[config.mk]
export PLATFORM = sky130hd
export DESIGN_NAME = rsc_top
export DESIGN_NICKNAME = d
export VERILOG_FILES = /design/src/shared/rsc_pkg.sv /design/src/shared/rsc_sync_if.sv /design/src/design/rsc_sync.sv /design/src/design/rsc_top.sv
export SDC_FILE = /design/constraint.sdc
export NUM_CORES = 1
export LEC_CHECK = 0
export BUFFER_PORTS_ARGS = -buffer_cell sky130_fd_sc_hd__buf_2
export CORE_UTILIZATION = 36
export CTS_CLUSTER_DIAMETER = 30
export DETAILED_ROUTE_END_ITERATION = 6
export MAX_ROUTING_LAYER = met4
export PLACE_DENSITY_LB_ADDON = 0.12
export RECOVER_POWER = 25
export SYNTH_ARGS = -nofsm -noshare
export SYNTH_HDL_FRONTEND = slang
export SYNTH_SLANG_ARGS = --single-unit
[constraint.sdc]
create_clock -name ref_clk -period 0.8 [get_ports ref_clk]
set_input_delay 0.04 -clock ref_clk [delete_from_list [all_inputs] [get_ports ref_clk]]
set_output_delay 0.04 -clock ref_clk [all_outputs]
set_load 0.02 [all_outputs]
[src/shared/rsc_pkg.sv]
// Constants for the remote status and calibration request block.
// Assumes one system clock; status outputs are open-collector transistors outside the core.
package rsc_pkg;

	// Status output bit positions.
	localparam int STAT_WIDTH      = 8;
	localparam int STAT_HEALTH_BIT = 0;
	localparam int STAT_VALID_BIT  = 1;
	localparam int STAT_UPPER_BIT  = 2;
	localparam int STAT_ZERO_BIT   = 3;
	localparam int STAT_SPAN_BIT   = 4;
	localparam int STAT_DIAG_BIT   = 5;
	localparam int STAT_LOWER_BIT  = 6;
	localparam int STAT_SPARE_BIT  = 7;

	// Remote input bit positions.
	localparam int REM_WIDTH    = 6;
	localparam int REM_ZERO_BIT = 0;
	localparam int REM_SPAN_BIT = 1;
	localparam int REM_MID_BIT  = 2;

	localparam logic [STAT_WIDTH-1:0] STAT_RESET = 8'h00;
	localparam logic [REM_WIDTH-1:0]  REM_RESET  = 6'h00;

	// Calibration mode reported on the mode display.
	typedef enum logic [2:0] {
		RSC_MODE_IDLE     = 3'b000,
		RSC_MODE_ZERO_L   = 3'b001,
		RSC_MODE_SPAN_L   = 3'b010,
		RSC_MODE_ZERO_R   = 3'b011,
		RSC_MODE_SPAN_R   = 3'b100,
		RSC_MODE_LOW_R    = 3'b101
	} rsc_mode_t;

endpackage

[src/shared/rsc_sync_if.sv]
// Carries raw and synchronised remote inputs between the top and its synchroniser.
// Assumes both ends run on the system clock.
`timescale 1ns/10ps
interface rsc_sync_if #(parameter int W = 6);
	logic [W-1:0] raw;
	logic [W-1:0] synced;
	modport src (output raw, input synced);
	modport snk (input raw, output synced);
endinterface

[src/design/rsc_sync.sv]
// Two-flop synchroniser bank for the remote calibration inputs.
// Assumes the raw inputs may change at any time relative to ref_clk.
`timescale 1ns/10ps
module rsc_sync #(
	parameter int W = 6
) (
	// Clock and reset
	input  wire logic ref_clk,
	input  wire logic rst,
	// Inputs and outputs
	rsc_sync_if.snk   sif
);
	import rsc_pkg::*;

	logic [W-1:0] meta_r;
	logic [W-1:0] sync_r;

	// The first stage feeds only the second stage.
	always_ff @(posedge ref_clk or posedge rst) begin
		if (rst) begin
			meta_r <= '0;
			sync_r <= '0;
		end else begin
			meta_r <= sif.raw;
			sync_r <= meta_r;
		end
	end

	assign sif.synced = sync_r;
endmodule

[src/design/rsc_top.sv]
// Remote status outputs and remote calibration request decoding.
// Assumes the state inputs are synchronous to ref_clk; remote inputs are not.
`timescale 1ns/10ps
module rsc_top (
	// Clock and reset
	input  wire logic                           ref_clk,
	input  wire logic                           rst,
	// Instrument state
	input  wire logic                           fault_active,
	input  wire logic                           reading_valid,
	input  wire logic                           auto_range_on,
	input  wire logic                           upper_range_sel,
	input  wire logic                           local_zero_cal,
	input  wire logic                           local_span_cal,
	input  wire logic                           diagnostic_flag_on,
	// Remote inputs, high when the activation level is applied
	input  wire logic [rsc_pkg::REM_WIDTH-1:0]  remote_in,
	// Status outputs, high means conducting
	output logic [rsc_pkg::STAT_WIDTH-1:0]      status_out,
	output logic                                health_ok_flag,
	output logic                                measurement_valid_flag,
	output logic                                upper_range_flag,
	output logic                                lower_range_flag,
	output logic                                zero_calibration_flag,
	output logic                                span_calibration_flag,
	output logic                                diagnostic_flag,
	// Mode display
	output rsc_pkg::rsc_mode_t                  cal_mode,
	output logic                                remote_zero_request,
	output logic                                remote_span_request,
	output logic                                remote_midpoint_request
);
	import rsc_pkg::*;

	////////////////////////////////////////////////////////////////////////////////

	rsc_sync_if #(.W(REM_WIDTH)) sif ();

	// The spare remote bits ride through the bank with the rest so that it stays one
	// width; nothing past the synchroniser reads them.
	assign sif.raw = remote_in;

	rsc_sync #(.W(REM_WIDTH)) u_sync (
		.ref_clk (ref_clk),
		.rst     (rst),
		.sif     (sif)
	);

	logic      rzero;
	logic      rspan;
	logic      rmid;
	rsc_mode_t mode_nxt;
	rsc_mode_t mode_r;

	// A low input is the unpowered case and never requests anything; spare bits are unread.
	assign rzero = sif.synced[REM_ZERO_BIT];
	assign rspan = sif.synced[REM_SPAN_BIT];
	assign rmid  = sif.synced[REM_MID_BIT];

	////////////////////////////////////////////////////////////////////////////////

	// A remote request overrides a local calibration already in progress; the local
	// mode shows again once every contact has opened.
	// Remote requests take priority over local ones; zero beats span beats midpoint so
	// that two contacts closed together still give one well-defined mode.
	always_comb begin
		mode_nxt = RSC_MODE_IDLE;
		if (rzero) begin
			mode_nxt = RSC_MODE_ZERO_R;
		end else if (rspan) begin
			mode_nxt = RSC_MODE_SPAN_R;
		end else if (rmid) begin
			mode_nxt = RSC_MODE_LOW_R;
		end else if (local_zero_cal) begin
			mode_nxt = RSC_MODE_ZERO_L;
		end else if (local_span_cal) begin
			mode_nxt = RSC_MODE_SPAN_L;
		end
	end

	always_ff @(posedge ref_clk or posedge rst) begin
		if (rst) begin
			mode_r <= RSC_MODE_IDLE;
		end else begin
			mode_r <= mode_nxt;
		end
	end

	assign cal_mode = mode_r;

	// The request outputs mirror the synchronised contacts, so the mode display can
	// tell which remote calibration is in force even when a local one is pending.
	always_ff @(posedge ref_clk or posedge rst) begin
		if (rst) begin
			remote_zero_request <= 1'b0;
		end else begin
			remote_zero_request <= rzero;
		end
	end

	always_ff @(posedge ref_clk or posedge rst) begin
		if (rst) begin
			remote_span_request <= 1'b0;
		end else begin
			remote_span_request <= rspan;
		end
	end

	always_ff @(posedge ref_clk or posedge rst) begin
		if (rst) begin
			remote_midpoint_request <= 1'b0;
		end else begin
			remote_midpoint_request <= rmid;
		end
	end

	////////////////////////////////////////////////////////////////////////////////

	// Status outputs. Each condition has its own flop, so the isolated outputs change
	// only on a clock edge and a glitch on one input never disturbs another.
	logic health_r;
	logic valid_r;
	logic upper_r;
	logic lower_r;
	logic zero_r;
	logic span_r;
	logic diag_r;
	logic in_zero;
	logic in_span;

	// The calibration flags decode the next mode rather than mode_r, so they change on
	// the same edge as cal_mode and never disagree with it for a cycle.
	// Midpoint calibration is a span calibration, so it lights the span flag.
	always_comb begin
		in_zero = (mode_nxt == RSC_MODE_ZERO_R) || (mode_nxt == RSC_MODE_ZERO_L);
		in_span = (mode_nxt == RSC_MODE_SPAN_R) || (mode_nxt == RSC_MODE_SPAN_L) ||
			(mode_nxt == RSC_MODE_LOW_R);
	end

	// Reset clears every output, so the controller sees no health and no valid
	// reading until the first edge after release.
	always_ff @(posedge ref_clk or posedge rst) begin
		if (rst) begin
			health_r <= STAT_RESET[STAT_HEALTH_BIT];
		end else begin
			health_r <= ~fault_active;
		end
	end

	always_ff @(posedge ref_clk or posedge rst) begin
		if (rst) begin
			valid_r <= STAT_RESET[STAT_VALID_BIT];
		end else begin
			valid_r <= reading_valid;
		end
	end

	// Outside auto ranging neither range flag is lit, because a fixed range has no
	// position worth reporting.
	always_ff @(posedge ref_clk or posedge rst) begin
		if (rst) begin
			upper_r <= STAT_RESET[STAT_UPPER_BIT];
		end else begin
			upper_r <= auto_range_on & upper_range_sel;
		end
	end

	always_ff @(posedge ref_clk or posedge rst) begin
		if (rst) begin
			lower_r <= STAT_RESET[STAT_LOWER_BIT];
		end else begin
			lower_r <= auto_range_on & ~upper_range_sel;
		end
	end

	// The calibration flags follow the decoded mode, which already carries the
	// remote priority, so they cannot report a mode that is not in force.
	always_ff @(posedge ref_clk or posedge rst) begin
		if (rst) begin
			zero_r <= STAT_RESET[STAT_ZERO_BIT];
		end else begin
			zero_r <= in_zero;
		end
	end

	always_ff @(posedge ref_clk or posedge rst) begin
		if (rst) begin
			span_r <= STAT_RESET[STAT_SPAN_BIT];
		end else begin
			span_r <= in_span;
		end
	end

	// Diagnostic mode is reported as given; this block does not judge whether the
	// instrument may enter it.
	always_ff @(posedge ref_clk or posedge rst) begin
		if (rst) begin
			diag_r <= STAT_RESET[STAT_DIAG_BIT];
		end else begin
			diag_r <= diagnostic_flag_on;
		end
	end

	// The spare position is tied off here rather than left to the register reset, so
	// it stays off whatever the reset pattern becomes.
	always_comb begin
		status_out                  = STAT_RESET;
		status_out[STAT_HEALTH_BIT] = health_r;
		status_out[STAT_VALID_BIT]  = valid_r;
		status_out[STAT_UPPER_BIT]  = upper_r;
		status_out[STAT_LOWER_BIT]  = lower_r;
		status_out[STAT_ZERO_BIT]   = zero_r;
		status_out[STAT_SPAN_BIT]   = span_r;
		status_out[STAT_DIAG_BIT]   = diag_r;
		status_out[STAT_SPARE_BIT]  = 1'b0;
	end

	assign health_ok_flag         = health_r;
	assign measurement_valid_flag = valid_r;
	assign upper_range_flag       = upper_r;
	assign lower_range_flag       = lower_r;
	assign zero_calibration_flag  = zero_r;
	assign span_calibration_flag  = span_r;
	assign diagnostic_flag        = diag_r;
endmodule

After elaboration in Yosys (flattened, before gate mapping). Index checks and enable logic that the tools add are counted.

Bitwise logic cells: 4. Mux-type cells: 5. Eq/ne operators: 5. Reduce and logical (&&, ||, !) cells: 3.

Operators by type and width (number): 3-bit 2-to-1 mux (3); 3-bit by 2-bit == test with 1-bit output (second input constant) (2); 3-bit == test (second input constant) (2); 2-bit 2-to-1 mux (2); 3-bit by 1-bit == test with 1-bit output (second input constant) (1); 1-bit logical OR (3); 1-bit AND (2); 1-bit NOT (2).

Input port bits: 15. Word-level logic and storage cells: 30. Register bits after elaboration: 19.

Longest topological paths before layout.
Word-level depth: 8. Mapped depth: 2. Depth with buffers taken out: 2.

Hierarchy. From an unflattened synthesis, not the netlist that was laid out.

Cell total of the unflattened synthesis: 48. Area, all modules: 765.7 µm².

Modules (own cells, without submodules): rsc_top (instances 1, area each 461.7 µm², cells an instance 35); rsc_sync (instances 1, area each 304.0 µm², cells an instance 13).

Worst setup path before layout. No wires, ideal clock.

Kind: register -> register. From: register u_sync.sync_r[2], in the netlist u_sync.sif.synced[2]. To: register span_r, in the netlist span_calibration_flag. Arrival time: 620 ps. Stages on the path, launching flop included: 3. Data required time: 672 ps. Setup time: 128 ps. Period minus slack after synthesis: 747 ps. Path slack: 53 ps. Path buffers: 0. Path through: dfrtp_1 > nor2_1 > a21oi_1.

Word-level cells in the longest chain between the ends: 6. Elaborated cells between the ends (all ways): 8. Classes of those cells: 3 x eq/ne; 3 x mux; 2 x reduce/logical.

Ends and longest elaborated chain: from (decl) (RTL line rsc_sync.sv:16) `logic [W-1:0] sync_r;`; from (signal assigned) (RTL line rsc_sync.sv:25) `sync_r <= meta_r;`; 3-bit 2-to-1 mux (*) (RTL line rsc_top.sv:72) `end else if (rmid) begin`; 3-bit 2-to-1 mux (*) (RTL line rsc_top.sv:70) `end else if (rspan) begin`; 3-bit 2-to-1 mux (*) (RTL line rsc_top.sv:68) `if (rzero) begin`; 3-bit == test or 3-bit by 2-bit == test with 1-bit output (tied branches) (RTL line rsc_top.sv:136) `in_span = (mode_nxt == RSC_MODE_SPAN_R) || (mode_nxt == RSC_MODE_SPAN_L) ||`; 1-bit logical OR (RTL line rsc_top.sv:136); 1-bit logical OR (*) (RTL line rsc_top.sv:136); named net in_span (RTL line rsc_top.sv:129) `logic in_span;`; to (signal assigned) (RTL line rsc_top.sv:188) `span_r <= STAT_RESET[STAT_SPAN_BIT];`; to (signal assigned) (RTL line rsc_top.sv:190) `span_r <= in_span;`; to (decl) (RTL line rsc_top.sv:126) `logic span_r;`.

The timed path passes the listed nets; every way through them passes the cells marked *.

Final worst setup path.
From: register span_r, in the netlist span_calibration_flag. To: output status_out[4] (netlist name).

RTL lines: to (decl) (RTL line rsc_top.sv:19) `output logic [rsc_pkg::STAT_WIDTH-1:0] status_out,`.

No word-level cell between the ends.

==> qor.yml <==
status:
  status: "finished, violations left"
  violations: "DRC, setup timing"
pwr:
  peakVddDrop_mv: 1.098
  power_density_mw_per_mm2: 1882
  p_leak_uw: 0.0004890
  p_total_uw: 1792
placed_design:
  dp.cells: 81
  postPlaceCellArea_um2: 740.7
  post-dp-hpwl_um: 589.7
  place_ws_ps: -5.420
  place.gp.congestion: 0.6656
  port_buffers: 31
floorplanning:
  die_area_mm2: 0.001887
  initial_core_util_pct: 39.65
  core.rowCount: 14
  io_pins: 36
  core_mm2: 0.001559
  die_w_um: 43.44
  die_y_um: 43.44
cells_and_area:
  area_delta_synth_final_pct: 54.05
  regArea_um2: 475.5
  instances_no_fill: 97
  multi_input_comb_area_um2: 73.82
  final_area_um2: 952.2
  n_fill_cell: 125
  n_antenna_cell: 0
  drive_above_1_share_pct: 48.15
  final_nets: 97
flow_run:
  maxCapViolations: 0
setup_path:
  worst_setup_path_end_kind: "output port"
  crit_fanout: 2
  cpPeakStageDelay_ps: 410
  critical-path-top-delay-family: "flip-flops"
  start_kind: "flop"
  cp_slowest_cell: "dfrtp_1"
  critPathKind: "reg -> out"
  path_cells: "buf_6"
  cp.arrival_ps: 830
  cp.required_ps: 760
  path_buf_inv: 1
detailed_routing:
  drtPass1Iterations: 5
  route.met3.wl_um: 80
  drc: 7
  drt-total-wl_um: 991
  drt_iter0_drc: 9
  ant_nets: 0
  vias: 414
  route.met2.wl_um: 530
  wl_per_cell_um: 10.22
  highest_layer: "met4"
  wl_met1_um: 367
  post_drt_via_cell_ratio: 4.268
logic_synthesis:
  ys_types: 12
  syn_inst: 41
  syn_nets: 56
  synth_seq_area_share_pct: 76.92
  synth_seq_cells: 19
  synth-adder-area-share_pct: 0
  synth_top_family_by_area: "buffers and inverters"
  synth-compound-area-share_pct: 4.858
  ys_warn_count: 0
  syn_area_um2: 618.1
  synth-xor-area-share_pct: 0
  postSynthAreaPerCell_um2: 15.08
  synthMuxAreaShare_pct: 0
  yosys.area_share.simple_pct: 6.073
global_route:
  grt_pass1_wl_um: 1545
  grt_antenna_before_repair: 0
  grt_max_degree: 20
  grt_overflow: 0
  grtUsageTotal_pct: 12.44
  first_global_vias: 377
sta:
  fin_worst_skew_ps: 2.662
  worst_slack_ps: -74.41
  hold_violations: 0
  fmax_ghz: 1.144
  period_needed_ps: 874.4
  rsz0062_at_grt: "true"
  final-setup-viol-count: 20
  final-max-slew-violation-count: 0
  fin_crit_sh_pct: 109.3
  hold_ws_ps: 83.48
clock_network:
  clock_latency_ps: 280
  clkTransAtPathRegs_ps: 100
  cts_buffer_depth: 2
  cts_buffers: 3
  cts-root-buf: "clkbuf_4"
  htreeDepth: 1
  cts_tree: "built"
  cts_sinks: 19
worst_hold_path:
  min-delay-path-class: "in -> reg"
==> per-stage QoR <==
| stage | utilization, % | TNS [ps] |
|---|---|---|
| global placement | 47.51 | 0 |
| floorplan | - | 0 |
| finish | 61.08 | -1137 |
| detailed placement | 47.51 | -5.420 |
| CTS | 58.83 | -1453 |
| global route | 61.08 | -2070 |
==> report_power, final <==
part	total [µW]	internal, µW	switching [µW]
clock network	459	194	265
logic	293	149	144
registers	1040	1010	28.8
==> layer usage <==
metal,GRT usage [%],vias to the layer above
met5,-,-
met4,11.25,0
met3,3.333,2
met2,20.61,23
met1,11.57,193
li1,-,196
==> cells by family (layout without fill, tap and decap cells) <==
kind of cell           after synthesis  in the layout
AO/OA/AOI/OAI                        4              4
buffers and inverters               11             51
flip-flops                          19             19
other                                1              1
AND/OR/NAND/NOR                      6              6
==> synthesized netlist by cell type <==
library cell	instances	area, µm²
o31ai_2	1	12.51
nand2b_4	1	13.76
a21oi_1	1	5.000
o21ai_0	1	5.000
inv_1	3	11.26
and2_1	1	6.260
nor2b_1	1	6.260
nor2_1	3	11.26
conb_1	1	3.750
dfrtp_1	19	475.5
buf_4	8	60.06
a21o_1	1	7.510
==> layout make-up <==
type,count,share of cell area [%]
Sequential cell,19,49.93
Clock buffer,4,2.760
Timing Repair Buffer,44,36.27
Tap cell,16,2.102
Inverter,3,1.183
Multi-Input combinational cell,11,7.753
==> path summary, 6_finish.rpt <==
kind / start / depth (start not counted) / end / slack [ps]
worst max-delay path: span_calibration_flag$_DFF_PP0_ / 1 / status_out[4] / -70
worst min-delay path: local_zero_cal / 3 / cal_mode[1]$_DFF_PP0_ / 80
worst max register to register: u_sync.sif.synced[1]$_DFF_PP0_ / 2 / span_calibration_flag$_DFF_PP0_ / 20
worst min register to register: u_sync.meta_r[1]$_DFF_PP0_ / 0 / u_sync.sif.synced[1]$_DFF_PP0_ / 360
max in group asynchronous: rst / 4 / cal_mode[0]$_DFF_PP0_ / 310
min in group asynchronous: rst / 4 / u_sync.meta_r[2]$_DFF_PP0_ / 300
==> what timing repair did <==
action,CTS,global route
buffers inserted,0,1
hold endpoints to repair,29,0
resized for setup,13,9
hold buffers,11,0
pin swaps,0,2
endpoints found under the setup margin,22,23
==> cell usage in the layout, fill, tap and decap left out <==
cell	n
a21o_1	1
a21oi_1	1
and2_1	1
buf_2	20
buf_4	3
buf_6	10
clkbuf_1	1
clkbuf_4	3
conb_1	1
dfrtp_1	19
dlygate4sd3_1	11
inv_1	3
nand2b_4	1
nor2_1	2
nor2_2	1
nor2b_1	1
o21ai_0	1
o31ai_2	1
Power figures use the tool's default switching activity.
